<file path="config.mk">
export PLATFORM = sky130hd
export DESIGN_NAME = temp_alert_ctrl
export DESIGN_NICKNAME = d
export VERILOG_FILES = /design/src/hw/temp_alert_pkg.sv /design/src/hw/temp_alert_ctrl.sv
export SDC_FILE = /design/constraint.sdc
export NUM_CORES = 1
export LEC_CHECK = 0
export ABC_AREA = 1
export ABC_CLOCK_PERIOD_IN_PS = 6800
export BUFFER_PORTS_ARGS = -buffer_cell sky130_fd_sc_hd__buf_2
export CORE_UTILIZATION = 64
export DETAILED_ROUTE_END_ITERATION = 10
export GPL_TIMING_DRIVEN = 0
export PLACE_DENSITY_LB_ADDON = 0.25
export SYNTH_ARGS = -nofsm -noshare
export SYNTH_HDL_FRONTEND = slang
export SYNTH_SLANG_ARGS = --single-unit
</file>
<file path="constraint.sdc">
create_clock -name sys_clk -period 6.8 [get_ports sys_clk]
set_input_delay 0 -clock sys_clk [delete_from_list [all_inputs] [get_ports sys_clk]]
set_output_delay 0 -clock sys_clk [all_outputs]
set_load 0.05 [all_outputs]
</file>
<file path="src/hw/temp_alert_pkg.sv">
package temp_alert_pkg;

  // ------------------------------------------------------------
  // register indices and widths
  // ------------------------------------------------------------
  localparam int REG_W = 16;
  localparam int BYTE_W = 8;
  localparam logic [1:0] IDX_RESULT = 2'h0;
  localparam logic [1:0] IDX_CONFIG = 2'h1;
  localparam logic [1:0] IDX_LOWER = 2'h2;
  localparam logic [1:0] IDX_UPPER = 2'h3;

  // ------------------------------------------------------------
  // operating_configuration field positions
  // ------------------------------------------------------------
  localparam int CFG_LIMIT_FLAG = 5;
  localparam int CFG_RATE_LO = 6;
  localparam int CFG_RATE_HI = 7;
  localparam int CFG_LOW_POWER = 8;
  localparam int CFG_LATCH_MODE = 9;
  localparam int CFG_ACTIVE_LEVEL = 10;
  localparam int CFG_FAULT_LO = 11;
  localparam int CFG_FAULT_HI = 12;
  localparam int CFG_ONE_READS_ONE = 14;
  localparam int CFG_ONE_SHOT = 15;

  // ------------------------------------------------------------
  // reset values
  // ------------------------------------------------------------
  localparam logic [1:0] RATE_RESET = 2'h2;
  localparam logic [1:0] FAULT_RESET = 2'h0;
  localparam logic [15:0] LOWER_RESET = 16'h2580;
  localparam logic [15:0] UPPER_RESET = 16'h2800;
  localparam logic [15:0] RESULT_RESET = 16'h0000;
  localparam logic [15:0] LIMIT_KEEP_MASK = 16'hfff0;

  // ------------------------------------------------------------
  // timing: conversion periods in ms per rate code
  // ------------------------------------------------------------
  localparam int PERIOD_MS_0 = 4000;
  localparam int PERIOD_MS_1 = 1000;
  localparam int PERIOD_MS_2 = 250;
  localparam int PERIOD_MS_3 = 125;
  localparam int CLK_HZ = 100_000_000;
  localparam int MS_PER_S = 1000;
  localparam int CYCLES_PER_MS = CLK_HZ / MS_PER_S;
  localparam int TIMER_W = 32;

  typedef enum logic {
    st_standby,
    st_convert
  } conv_state_e;

endpackage : temp_alert_pkg
</file>
<file path="src/hw/temp_alert_ctrl.sv">
`timescale 1ns/1ns

module temp_alert_ctrl #(
  parameter int CYCLES_PER_MS = temp_alert_pkg::CYCLES_PER_MS
) (
  input wire logic sys_clk,
  input wire logic reset_n,
  // byte port from the two-wire protocol engine
  input wire logic txn_start,
  input wire logic ptr_wr,
  input wire logic [temp_alert_pkg::BYTE_W-1:0] ptr_data,
  input wire logic data_wr,
  input wire logic [temp_alert_pkg::BYTE_W-1:0] wr_data,
  input wire logic rd_req,
  output logic [temp_alert_pkg::BYTE_W-1:0] rd_data,
  // converter
  output logic conv_start,
  output logic meas_power,
  input wire logic conv_done,
  input wire logic [temp_alert_pkg::REG_W-1:0] conv_value,
  // alert pin
  output logic alert_pin
);
  import temp_alert_pkg::*;

  // ------------------------------------------------------------
  // state declarations
  // ------------------------------------------------------------
  logic [1:0] index_ptr;
  logic byte_phase;
  logic [BYTE_W-1:0] msb_hold;
  logic [REG_W-1:0] read_snap;
  logic [REG_W-1:0] temperature_result;
  logic [REG_W-1:0] lower_limit;
  logic [REG_W-1:0] upper_limit;
  logic [1:0] sample_rate_select;
  logic low_power_select;
  logic latch_mode_select;
  logic active_level_select;
  logic [1:0] fault_count_select;
  logic one_shot_busy;
  logic cmp_active;
  logic int_active;
  logic int_expect_low;
  logic [2:0] cmp_count;
  logic [2:0] int_count;
  logic [TIMER_W-1:0] rate_timer;
  logic power_on_pending;
  conv_state_e conv_state;

  logic [REG_W-1:0] word_in;
  logic commit;
  logic cfg_commit;
  logic sleep_enter;
  logic sleep_leave;
  logic one_shot_req;
  logic result_valid;
  logic over_upper;
  logic under_lower;
  logic [2:0] fault_target;
  logic limit_flag;
  logic [REG_W-1:0] cfg_read;
  logic [REG_W-1:0] sel_word;
  logic [TIMER_W-1:0] period_cycles;
  logic timer_due;

  // ------------------------------------------------------------
  // byte assembly and decode
  // ------------------------------------------------------------
  // the second data byte commits the whole word, first byte is the msb
  assign word_in = {msb_hold, wr_data};
  assign commit = data_wr && byte_phase;
  assign cfg_commit = commit && (index_ptr == IDX_CONFIG);
  assign sleep_enter = cfg_commit && word_in[CFG_LOW_POWER]
                       && !low_power_select;
  assign sleep_leave = cfg_commit && !word_in[CFG_LOW_POWER]
                       && low_power_select;
  // one-shot only counts when the same word leaves sleep set
  assign one_shot_req = cfg_commit && word_in[CFG_ONE_SHOT]
                        && word_in[CFG_LOW_POWER]
                        && (conv_state == st_standby);
  assign result_valid = conv_done && (conv_state == st_convert);

  // signed compares; a hit on the limit counts as crossing it
  assign over_upper = $signed(conv_value) >= $signed(upper_limit);
  assign under_lower = $signed(conv_value) <= $signed(lower_limit);
  assign fault_target = {1'b0, fault_count_select} + 3'd1;

  // flag level follows the comparator state through the polarity
  assign limit_flag = active_level_select ? cmp_active
                                          : !cmp_active;

  // ------------------------------------------------------------
  // read mux
  // ------------------------------------------------------------
  always_comb
  begin
    cfg_read = '0;
    cfg_read[CFG_LIMIT_FLAG] = limit_flag;
    cfg_read[CFG_RATE_HI:CFG_RATE_LO] = sample_rate_select;
    cfg_read[CFG_LOW_POWER] = low_power_select;
    cfg_read[CFG_LATCH_MODE] = latch_mode_select;
    cfg_read[CFG_ACTIVE_LEVEL] = active_level_select;
    cfg_read[CFG_FAULT_HI:CFG_FAULT_LO] = fault_count_select;
    cfg_read[CFG_ONE_READS_ONE] = 1'b1;
    cfg_read[CFG_ONE_SHOT] = one_shot_busy;
  end

  // registers stay reachable in every power state
  always_comb
  begin
    unique case (index_ptr)
      IDX_RESULT: sel_word = temperature_result;
      IDX_CONFIG: sel_word = cfg_read;
      IDX_LOWER: sel_word = lower_limit;
      IDX_UPPER: sel_word = upper_limit;
    endcase
  end

  // ------------------------------------------------------------
  // pointer and byte sequencing
  // ------------------------------------------------------------
  // a new transaction or pointer write always restarts at the msb
  always_ff @(posedge sys_clk or negedge reset_n)
  begin
    if (!reset_n)
    begin
      index_ptr <= IDX_RESULT;
      byte_phase <= 1'b0;
      msb_hold <= '0;
    end
    else if (txn_start)
    begin
      byte_phase <= 1'b0;
    end
    else if (ptr_wr)
    begin
      index_ptr <= ptr_data[1:0];
      byte_phase <= 1'b0;
    end
    else if (data_wr || rd_req)
    begin
      byte_phase <= !byte_phase;
      if (data_wr && !byte_phase)
      begin
        msb_hold <= wr_data;
      end
    end
  end

  // word is frozen at the msb so both bytes belong to one value
  always_ff @(posedge sys_clk or negedge reset_n)
  begin
    if (!reset_n)
    begin
      read_snap <= '0;
      rd_data <= '0;
    end
    else if (rd_req && !txn_start && !ptr_wr)
    begin
      if (!byte_phase)
      begin
        read_snap <= sel_word;
        rd_data <= sel_word[REG_W-1:BYTE_W];
      end
      else
      begin
        rd_data <= read_snap[BYTE_W-1:0];
      end
    end
  end

  // ------------------------------------------------------------
  // writable registers
  // ------------------------------------------------------------
  // low four limit bits are tied to zero
  always_ff @(posedge sys_clk or negedge reset_n)
  begin
    if (!reset_n)
    begin
      lower_limit <= LOWER_RESET;
      upper_limit <= UPPER_RESET;
    end
    else if (commit && index_ptr == IDX_LOWER)
    begin
      lower_limit <= word_in & LIMIT_KEEP_MASK;
    end
    else if (commit && index_ptr == IDX_UPPER)
    begin
      upper_limit <= word_in & LIMIT_KEEP_MASK;
    end
  end

  // read-only bit positions are simply never loaded
  always_ff @(posedge sys_clk or negedge reset_n)
  begin
    if (!reset_n)
    begin
      sample_rate_select <= RATE_RESET;
      low_power_select <= 1'b0;
      latch_mode_select <= 1'b0;
      active_level_select <= 1'b0;
      fault_count_select <= FAULT_RESET;
    end
    else if (cfg_commit)
    begin
      sample_rate_select <= word_in[CFG_RATE_HI:CFG_RATE_LO];
      low_power_select <= word_in[CFG_LOW_POWER];
      latch_mode_select <= word_in[CFG_LATCH_MODE];
      active_level_select <= word_in[CFG_ACTIVE_LEVEL];
      fault_count_select <= word_in[CFG_FAULT_HI:CFG_FAULT_LO];
    end
  end

  // ------------------------------------------------------------
  // conversion scheduling
  // ------------------------------------------------------------
  always_comb
  begin
    unique case (sample_rate_select)
      2'h0: period_cycles = TIMER_W'(PERIOD_MS_0 * CYCLES_PER_MS);
      2'h1: period_cycles = TIMER_W'(PERIOD_MS_1 * CYCLES_PER_MS);
      2'h2: period_cycles = TIMER_W'(PERIOD_MS_2 * CYCLES_PER_MS);
      2'h3: period_cycles = TIMER_W'(PERIOD_MS_3 * CYCLES_PER_MS);
    endcase
  end
  assign timer_due = (rate_timer + TIMER_W'(1)) >= period_cycles;

  // the rate timer measures start to start; held at zero in sleep
  always_ff @(posedge sys_clk or negedge reset_n)
  begin
    if (!reset_n)
    begin
      rate_timer <= '0;
    end
    else if (low_power_select || sleep_enter || sleep_leave)
    begin
      rate_timer <= '0;
    end
    else if (conv_start)
    begin
      // the start cycle itself already counts toward the period
      rate_timer <= TIMER_W'(1);
    end
    else if (!timer_due)
    begin
      rate_timer <= rate_timer + TIMER_W'(1);
    end
  end

  // one conversion is owed straight after reset
  always_ff @(posedge sys_clk or negedge reset_n)
  begin
    if (!reset_n)
    begin
      power_on_pending <= 1'b1;
    end
    else if (conv_start || sleep_enter)
    begin
      power_on_pending <= 1'b0;
    end
  end

  // standby between conversions, converter powered only when measuring
  always_ff @(posedge sys_clk or negedge reset_n)
  begin
    if (!reset_n)
    begin
      conv_state <= st_standby;
      conv_start <= 1'b0;
    end
    else
    begin
      conv_start <= 1'b0;
      unique case (conv_state)
        st_standby:
        begin
          if (one_shot_req)
          begin
            conv_state <= st_convert;
            conv_start <= 1'b1;
          end
          else if ((!low_power_select || sleep_leave) && !sleep_enter
                   && (power_on_pending || timer_due || sleep_leave))
          begin
            conv_state <= st_convert;
            conv_start <= 1'b1;
          end
        end
        st_convert:
        begin
          if (conv_done)
          begin
            conv_state <= st_standby;
          end
          else if (sleep_enter && !word_in[CFG_ONE_SHOT])
          begin
            conv_state <= st_standby;
          end
        end
      endcase
    end
  end
  assign meas_power = (conv_state == st_convert);

  // one-shot bit reads one only while its own conversion runs
  always_ff @(posedge sys_clk or negedge reset_n)
  begin
    if (!reset_n)
    begin
      one_shot_busy <= 1'b0;
    end
    else if (one_shot_req)
    begin
      one_shot_busy <= 1'b1;
    end
    else if (conv_done || conv_state == st_standby)
    begin
      one_shot_busy <= 1'b0;
    end
  end

  // result changes only on a finished conversion
  always_ff @(posedge sys_clk or negedge reset_n)
  begin
    if (!reset_n)
    begin
      temperature_result <= RESULT_RESET;
    end
    else if (result_valid)
    begin
      temperature_result <= conv_value;
    end
  end

  // ------------------------------------------------------------
  // alert evaluation
  // ------------------------------------------------------------
  // comparator track: count toward whichever edge is next
  always_ff @(posedge sys_clk or negedge reset_n)
  begin
    if (!reset_n)
    begin
      cmp_active <= 1'b0;
      cmp_count <= '0;
    end
    else if (result_valid)
    begin
      if ((!cmp_active && over_upper) || (cmp_active && under_lower))
      begin
        if (cmp_count + 3'd1 >= fault_target)
        begin
          cmp_active <= !cmp_active;
          cmp_count <= '0;
        end
        else
        begin
          cmp_count <= cmp_count + 3'd1;
        end
      end
      else
      begin
        cmp_count <= '0;
      end
    end
  end

  // interrupt track: alternating crossings, cleared by read or sleep;
  // a firing crossing wins over a clear in the same cycle
  always_ff @(posedge sys_clk or negedge reset_n)
  begin
    if (!reset_n)
    begin
      int_active <= 1'b0;
      int_expect_low <= 1'b0;
      int_count <= '0;
    end
    else
    begin
      if (result_valid && ((!int_expect_low && over_upper)
                           || (int_expect_low && under_lower)))
      begin
        if (int_count + 3'd1 >= fault_target)
        begin
          int_active <= 1'b1;
          int_expect_low <= !int_expect_low;
          int_count <= '0;
        end
        else
        begin
          int_count <= int_count + 3'd1;
        end
      end
      else
      begin
        if (result_valid)
        begin
          int_count <= '0;
        end
        if ((rd_req && !byte_phase) || sleep_enter)
        begin
          int_active <= 1'b0;
        end
      end
    end
  end

  // registered pin: comparator mode follows the limit flag one cycle later
  always_ff @(posedge sys_clk or negedge reset_n)
  begin
    if (!reset_n)
    begin
      alert_pin <= 1'b1;
    end
    else if (!latch_mode_select)
    begin
      alert_pin <= active_level_select ? cmp_active
                                       : !cmp_active;
    end
    else
    begin
      alert_pin <= active_level_select ? int_active
                                       : !int_active;
    end
  end

endmodule : temp_alert_ctrl

</file>
==> reports/results.ini, run 1 <==
[run_status]
status=finished, final reports clean

[clock_tree]
cts.sinks=120
cts_buffers=17
postCtsSetupBuffers=0
cts_hold_buf=36
clk_path_buf_depth=2
clk_latency_ns=0.43
cts_resized=0
cts_tree=done
cts_max_level=4
clkTransAtPathRegs_ns=0.05
cts_root_buf=clkbuf_16

[detailed_routing]
drt_first_iter_violations=666
dr.pass1.iters=5
ant_nets=0
wire_per_inst_um=17.4
finalWirelength_um=20600
num_vias=6955
vias_per_cell=5.89
drc=0

[setup_path]
cp-start-kind=flop
cp_data_required_time_ns=7.16
critPathMaxFanout=10
end_kind=flop
arrival_ns=4.05
path_class=reg2reg

[timing]
tightest_slew_ns=0.811
tns_ns=0
fin_skew_ns=0.00912
max_freq_mhz=271
min_period_over_period_pct=54.2
period_minus_slack_ns=3.69
final_max_slew_viol_count=0
final_hold_viol_count=0
relSlewSlack_pct=44.5
setup_viol=0
setup_slack_ns=3.11
rsz0062_at_grt=false

[synth]
synth_area_sq_um=7230
ys_types=42
ys_seq_elements=120
synthFlopType=dfrtp_1
synth-edff-count=0
synthTopCellsByCount=nand2_1, dfrtp_1, inv_1, nor2_1, nand3_1
ys_seq_area_share_pct=41.7
synth_fp_nets=1025
synth_area_per_cell_sq_um=7.78
yosysWarnings=0
async_flop_share_pct=100
yosysTopAreaCell=dfrtp_1
yosysMostFrequentCell=nand2_1
synth_area_leaders=dfrtp_1, nand2_1, ha_1
syn_inst=929
synth_top_area_share_pct=38.4

[finish]
layout.nets=1124
synthToLayoutAreaGrowth_pct=20.2
final_area_sq_um=8690
drive_gt1_share_pct=10.9
diodes=0
fillers=759

[power_and_ir_drop]
leakagePower_nw=4.42
ir_drop_mv=0.259
power.density_nw_per_um2=355

[place]
io_buffers=43
postPlaceCellArea_sq_um=7650
dp_slack_ns=3.21
place_congestion=0.916
dp_hpwl_um=14000

[die]
die_width_um=108
io_pins=50
std_cell_rows=38
coreArea_sq_um=10900
start_util_pct=66.1
die_h_um=108
fp.dieArea_sq_um=11700

[global_route]
grt_pass1_vias=6712
grt_max_degree=73
grt_pass1_wl_um=32900
overflow=0
antenna_found_initial=0
grt_util_all_layers_pct=37.4

[run]
cap_violations=0

[worst_hold_path]
min_path_type=in2async

layout by cell type (no fill, tap or decap), drive strengths merged, types with 3 or more instances in the layout:
master	count
buf	51
xor2	15
o21ai	63
clkinv	3
xnor2	10
nand4	18
dfrtp	111
clkbuf	38
nand2	260
bufinv	6
nor3	11
o22ai	13
nand3	68
a221oi	7
dfstp	9
a21oi	39
dlygate4sd3	36
nand3b	6
o211ai	4
ha	57
inv	107
nor2	92
flip-flops by register name (all words and copies together) (netlist names), 3 cells and up:
name,count
int_count,3
rate_timer,32
read_snap,8
cmp_count,3
temperature_result,16
lower_limit,12
msb_hold,8
rd_data,8
upper_limit,12
power breakdown:
part / switching (mW) / internal (mW) / total [mW]
sequential: 0.132 / 0.909 / 1.04
combinational: 0.663 / 0.342 / 1.00
clock: 0.326 / 0.716 / 1.04
per-stage QoR:
stage	utilization, %	hold slack [ns]	std cells	total power [mW]
after floorplan	-	-0.296	929	1.70
after global placement	69.7	0.229	1112	1.95
after detailed placement	70.0	-0.0382	1113	1.99
after CTS	79.5	0.0922	1181	3.05
after global routing	79.5	0.131	1181	3.24
final	79.5	0.0778	1181	3.09
worst paths after layout:
| check | startpoint | endpoint | slack, ns | cells past startpoint |
|---|---|---|---|---|
| worst min register to register | temperature_result[6] | temperature_result[6] | 0.48 | 2 |
| worst max-delay path | rate_timer[0] | rate_timer[14] | 3.11 | 22 |
| min in group sys_clk | txn_start | msb_hold[5] | 0.18 | 5 |
| worst max register to register | rate_timer[0] | rate_timer[14] | 3.11 | 22 |
| max in group asynchronous | reset_n | power_on_pending | 5.98 | 3 |
| worst min-delay path | reset_n | rate_timer[30] | 0.08 | 2 |
cell families (layout without fill, tap and decap cells):
family                   Yosys count  after routing  synth area share (%)
AO/OA/AOI/OAI                    138            138                  10.7
XOR/XNOR                          25             25                  3.03
adder cells (fa/ha/maj)           57             57                  9.86
buffers and inverters            130            242                  7.10
flip-flops                       120            120                  41.7
AND/OR/NAND/NOR                  459            459                  27.6
layout make-up:
| class | instances | area [sq um] | area share (%) |
|---|---|---|---|
| timing repair buffer | 80 | 609 | 7.01 |
| clock inverter | 8 | 193 | 2.22 |
| clock buffer | 24 | 482 | 5.54 |
| multi-input combinational | 679 | 3700 | 42.6 |
| tap | 140 | 175 | 2.02 |
| inverter | 109 | 409 | 4.71 |
| buffer | 21 | 104 | 1.20 |
| sequential | 120 | 3010 | 34.7 |
worst max-delay path: stages, from the launching register on:
cell	delay, ns
dfrtp_1	0.41
ha_1	0.19
nand2_1	0.08
inv_1	0.14
nand2_1	0.20
nor3_1	0.30
nand4_1	0.21
nor2_1	0.16
xnor2_1	0.17
inv_1	0.08
ha_1	0.31
nand2_1	0.06
inv_1	0.05
a221oi_1	0.29
nand2_1	0.09
nand3_1	0.09
nand2_1	0.09
inv_2	0.11
nand4_2	0.12
inv_2	0.16
buf_6	0.17
nand2_1	0.08
nand2_1	0.06
per-layer routing:
layer  part of all wire (%)  vias up  wire length (um)  GRT usage, %
met2                     47      362              9650          58.6
met5                      0        -                 0             0
met3                    8.8       71              1820          9.70
met4                    3.8        0               784          17.8
li1                       -     3263                 -             -
met1                     40     3259              8320          48.5
Power figures use the tool's default switching activity.
==> run 2, diff against run 1 <==
Settings changed: ABC_AREA 1 to 0, ABC_CLOCK_PERIOD_IN_PS 6800 to 3000, CORE_UTILIZATION 64 to 55.
Clock period 6.8 ns to 3 ns, I/O delays scaled along.
==> reports/results.ini, run 2 <==
[setup_path]
end_kind=flop
ff2ff_path_depth=16
critPathMaxFanout=6
arrival_ns=4.40
cp_data_required_time_ns=3.34
cp-start-kind=flop
path_class=reg2reg

[clock_tree]
cts_root_buf=clkbuf_16
clk_latency_ns=0.43
cts_buffers=17
clk_path_buf_depth=2
clkTransAtPathRegs_ns=0.06
cts.sinks=120
cts_max_level=4
cts_tree=done

[detailed_routing]
ant_nets=0
drt_first_iter_violations=492
num_vias=6184
drc=0
vias_per_cell=6.03
finalWirelength_um=20000
wire_per_inst_um=19.5
dr.pass1.iters=5

[global_route]
grt_util_all_layers_pct=30.6
overflow=0
grt_pass1_vias=6214
grt_max_degree=101
antenna_found_initial=0
grt_pass1_wl_um=30900

[finish]
final_common_cell=dfrtp_1
largest_register_ffs=32
top_regs=rate_timer: 32 flops, temperature_result: 16 flops
final_area_sq_um=9170
regMostFlops=rate_timer
synthToLayoutAreaGrowth_pct=27.7
layout.nets=936
diodes=0
drive_gt1_share_pct=30.9
final_core_util_pct=72.4
final_cell_mix=dfrtp_1, nand2_1, ha_1
fillers=863

[timing]
min_period_over_period_pct=135
tns_ns=-32.69
rsz0062_at_grt=true
final_hold_viol_count=0
fin_skew_ns=0.00601
tightest_slew_ns=1.11
final_max_slew_viol_count=0
setup_viol=34
period_minus_slack_ns=4.06
max_freq_mhz=246
setup_slack_ns=-1.06
relSlewSlack_pct=26.1

[place]
postPlaceCellArea_sq_um=7740
dp_slack_ns=-1.60
dp_hpwl_um=13000
place_congestion=0.932
io_buffers=43

[synth]
yosysWarnings=0
synth_area_per_cell_sq_um=10.1
synth_area_leaders=dfrtp_1, ha_1, mux2_2
synth_area_sq_um=7180
yosysTopAreaCell=dfrtp_1
synth-edff-count=0
synth_fp_nets=805
ys_seq_area_share_pct=42.0
synth_top_area_share_pct=38.7
ys_seq_elements=120
synthFlopType=dfrtp_1
async_flop_share_pct=100
synthTopCellsByCount=dfrtp_1, nand2_1, ha_1, mux2_2, inv_1
syn_inst=709
yosysMostFrequentCell=dfrtp_1
ys_types=69

[power_and_ir_drop]
leakagePower_nw=4.15
power.density_nw_per_um2=764
ir_drop_mv=0.538

[die]
io_pins=50
std_cell_rows=41
die_width_um=116
coreArea_sq_um=12700
die_h_um=116
fp.dieArea_sq_um=13500
start_util_pct=56.7

[run_status]
status=finished, violations left
violations=negative setup slack

[worst_hold_path]
min_path_type=in2reg
min_delay_path_depth=3

[run]
cap_violations=0

-- run 2: cell count changes in the layout (fill, tap and decap cells not counted), sizes merged, moves of 26 or more --
cell / delta
buf: +43
inv: -59
mux2: +51
nand2: -184
nand3: -42
nor2: -59
o21ai: -26
-- run 2: metal layers --
layer | vias up | global-route usage (%) | part of all wire (%)
met5 | - | 0 | 0
met3 | 52 | 7.27 | 5.7
met1 | 3070 | 38.8 | 42
met2 | 225 | 49.7 | 50
met4 | 0 | 14.3 | 2.5
li1 | 2837 | - | -
-- run 2: path summary, 6_finish.rpt --
check	from	end	slack, ns
worst min-delay path	txn_start	index_ptr[0]	0.05
max in group asynchronous	reset_n	rate_timer[15]	1.56
worst max-delay path	rate_timer[0]	rate_timer[11]	-1.06
worst max register to register	rate_timer[0]	rate_timer[11]	-1.06
min in group asynchronous	reset_n	rate_timer[29]	0.14
worst min register to register	read_snap[5]	read_snap[5]	0.48
-- run 2: final cells by class --
type	count	area, sq um	share of cell area (%)
tap	172	215	2.35
inverter	46	173	1.88
clock inverter	14	125	1.36
sequential	120	3030	33.0
clock buffer	18	439	4.79
buffer	29	193	2.10
multi-input combinational	512	4140	45.2
timing repair buffer	114	860	9.37
-- run 2: per-stage QoR --
stage          total power [mW]  cells  hold WS, ns
2_1_floorplan              4.08    709       -0.296
4_1_cts                    6.88   1013       0.0288
3_3_place_gp               4.66    924        0.220
3_5_place_dp               4.81    926       -0.138
6_report                   7.00   1025       0.0468
5_1_grt                    7.37   1025       0.0395
-- run 2: timing repair --
item,4_1_cts,5_1_grt
buffers inserted,24,12
hold buffers,31,0
setup endpoints to repair,34,34
pin swaps,16,17
gates cloned,2,0
endpoints found under the hold margin,149,0
gates resized for setup,56,32
-- run 2: worst max-delay path, cell delays in order (launching register included) --
cell	delay (ns)
dfrtp_2	0.45
ha_4	0.18
nand2_4	0.07
nor4_4	0.33
clkbuf_8	0.19
and2_4	0.13
or3b_4	0.39
xnor2_2	0.14
ha_2	0.19
a21oi_2	0.14
nor2b_1	0.06
or4_4	0.44
a221oi_4	0.35
nand3_4	0.18
buf_8	0.18
or4_1	0.40
a21oi_1	0.13
-- run 2: cell families after synthesis --
group | synth area share [%]
xor+xnor | 4.02
compound gates | 11.8
flops | 42.0
buf+inv | 4.15
fa+ha+maj | 9.93
simple gates | 16.9
mux | 11.2
-- run 2: power breakdown --
| part | switching [mW] | internal, mW | total, mW |
|---|---|---|---|
| Sequential | 0.386 | 2.12 | 2.51 |
| Clock | 0.790 | 1.16 | 1.95 |
| Combinational | 1.47 | 1.07 | 2.54 |
==> run 3, diff against run 2 <==
Settings changed: ABC_CLOCK_PERIOD_IN_PS 3000 to 4900, CORE_UTILIZATION 55 to 64.
Clock period 3 ns to 4.9 ns, I/O delays scaled along.
==> reports/results.ini, run 3 (synthesis results as in run 2) <==
[power_and_ir_drop]
total_power_mw=4.41
leakagePower_nw=4.00
ir_drop_mv=0.522
power.density_nw_per_um2=505

[worst_hold_path]
min_path_type=in2async

[detailed_routing]
finalWirelength_um=19700
num_vias=6319
drt_first_iter_violations=728
dr.pass1.iters=7
ant_nets=0
wire_per_inst_um=20.3
vias_per_cell=6.53
drc=0

[timing]
final_max_slew_viol_count=0
final_hold_viol_count=0
relSlewSlack_pct=12.7
min_period_over_period_pct=97.4
period_minus_slack_ns=4.77
fin_skew_ns=0.00711
tns_ns=0
max_freq_mhz=210
setup_slack_ns=0.127
setup_viol=0
tightest_slew_ns=1.30
whs_ns=0.0336

[finish]
final_cell_mix=dfrtp_1, nand2_1, ha_1
final_core_util_pct=80.2
synthToLayoutAreaGrowth_pct=21.6
fillers=610
diodes=0
final_common_cell=dfrtp_1
final_area_sq_um=8730
regMostFlops=rate_timer
layout.nets=911
drive_gt1_share_pct=21.7
top_regs=rate_timer: 32 flops, temperature_result: 16 flops
largest_register_ffs=32
final_cell_count_no_fill=968

[die]
io_pins=50
fp.dieArea_sq_um=11600
start_util_pct=66.0
coreArea_sq_um=10900
std_cell_rows=38
die_h_um=108
die_width_um=108

[setup_path]
cpPeakStageDelay_ns=0.79
crit_family=compound AO/OA/AOI/OAI gates
cp-start-kind=flop
crit_buf_inv=1
critPathSlowestCell=o311ai_1
ff2ff_path_depth=17
critPathMaxFanout=10
arrival_ns=5.16
cp_data_required_time_ns=5.28
path_cells=ha_1 > nand2_1 > nor2_1 > and3_1 > and3_1 > nand3_1 > xnor2_1 > ha_1 > a21o_1 > a21o_1 > a21oi_1 > o41ai_1 > o311ai_1 > nand3_2 > clkbuf_1 > o31ai_1 > a21oi_1
path_class=reg2reg
rrSetupSlack_ns=0.13
cp_num_cells=17
worstReg2RegEnd=rate_timer[23]
regToRegStartpoint=rate_timer[0]
end_kind=flop

[global_route]
grt_pass1_wl_um=30700
antenna_found_initial=0
grt_util_all_layers_pct=35.3
grt_pass1_vias=6112
grt_max_degree=84
overflow=0

[run_status]
status=finished, final reports clean

[place]
dp.cells=894
dp_slack_ns=-0.145
place_congestion=0.927
io_buffers=43
postPlaceCellArea_sq_um=7620
dp_hpwl_um=13000

[clock_tree]
cts_tree=done
cts_max_level=4
cts_buffers=17
clk_path_buf_depth=2
cts.sinks=120
clkTransAtPathRegs_ns=0.06
cts_root_buf=clkbuf_8
clk_latency_ns=0.54

[run]
cap_violations=0

-- run 3: how the worst max path moves through the flow --
| stage | endpoint | slack (ns) | start |
|---|---|---|---|
| final | rate_timer[23] | 0.13 | rate_timer[0] |
| after global routing | rate_timer[23] | -0.05 | rate_timer[0] |
| after CTS | rate_timer[23] | 0.13 | rate_timer[7] |
| after detailed placement | meas_power | -0.15 | rate_timer[7] |
| after global placement | meas_power | -0.06 | rate_timer[7] |
| after floorplan | rate_timer[11] | 0.76 | rate_timer[7] |
-- run 3: per-layer routing --
metal  global-route usage, %  share of wire (%)
met1                    46.5                 41
met4                    15.3                3.2
met5                       0                  0
met3                    8.02                8.4
met2                    56.2                 48
-- run 3: what timing repair did --
action / in CTS / in global routing
hold endpoints to repair: 157 / 0
gates resized for setup: 3 / 16
setup buffers: 0 / 6
gates cloned: 0 / 0
pin swaps: 0 / 3
hold buffers: 36 / 0
setup endpoints to repair: 15 / 25
-- run 3: area by class of cell --
type                            instances  area [sq um]  area share (%)
Tap cell                              140           175            2.01
Sequential cell                       120          3010            34.5
Multi-Input combinational cell        512          3910            44.7
Timing Repair Buffer                   87           672            7.70
Inverter                               46           173            1.98
Clock inverter                         11           194            2.22
Clock buffer                           21           459            5.26
Buffer                                 31           138            1.58
-- run 3: power by group --
part / switching, mW / internal (mW)
Clock: 0.458 / 0.918
Combinational: 0.886 / 0.612
Sequential: 0.241 / 1.30
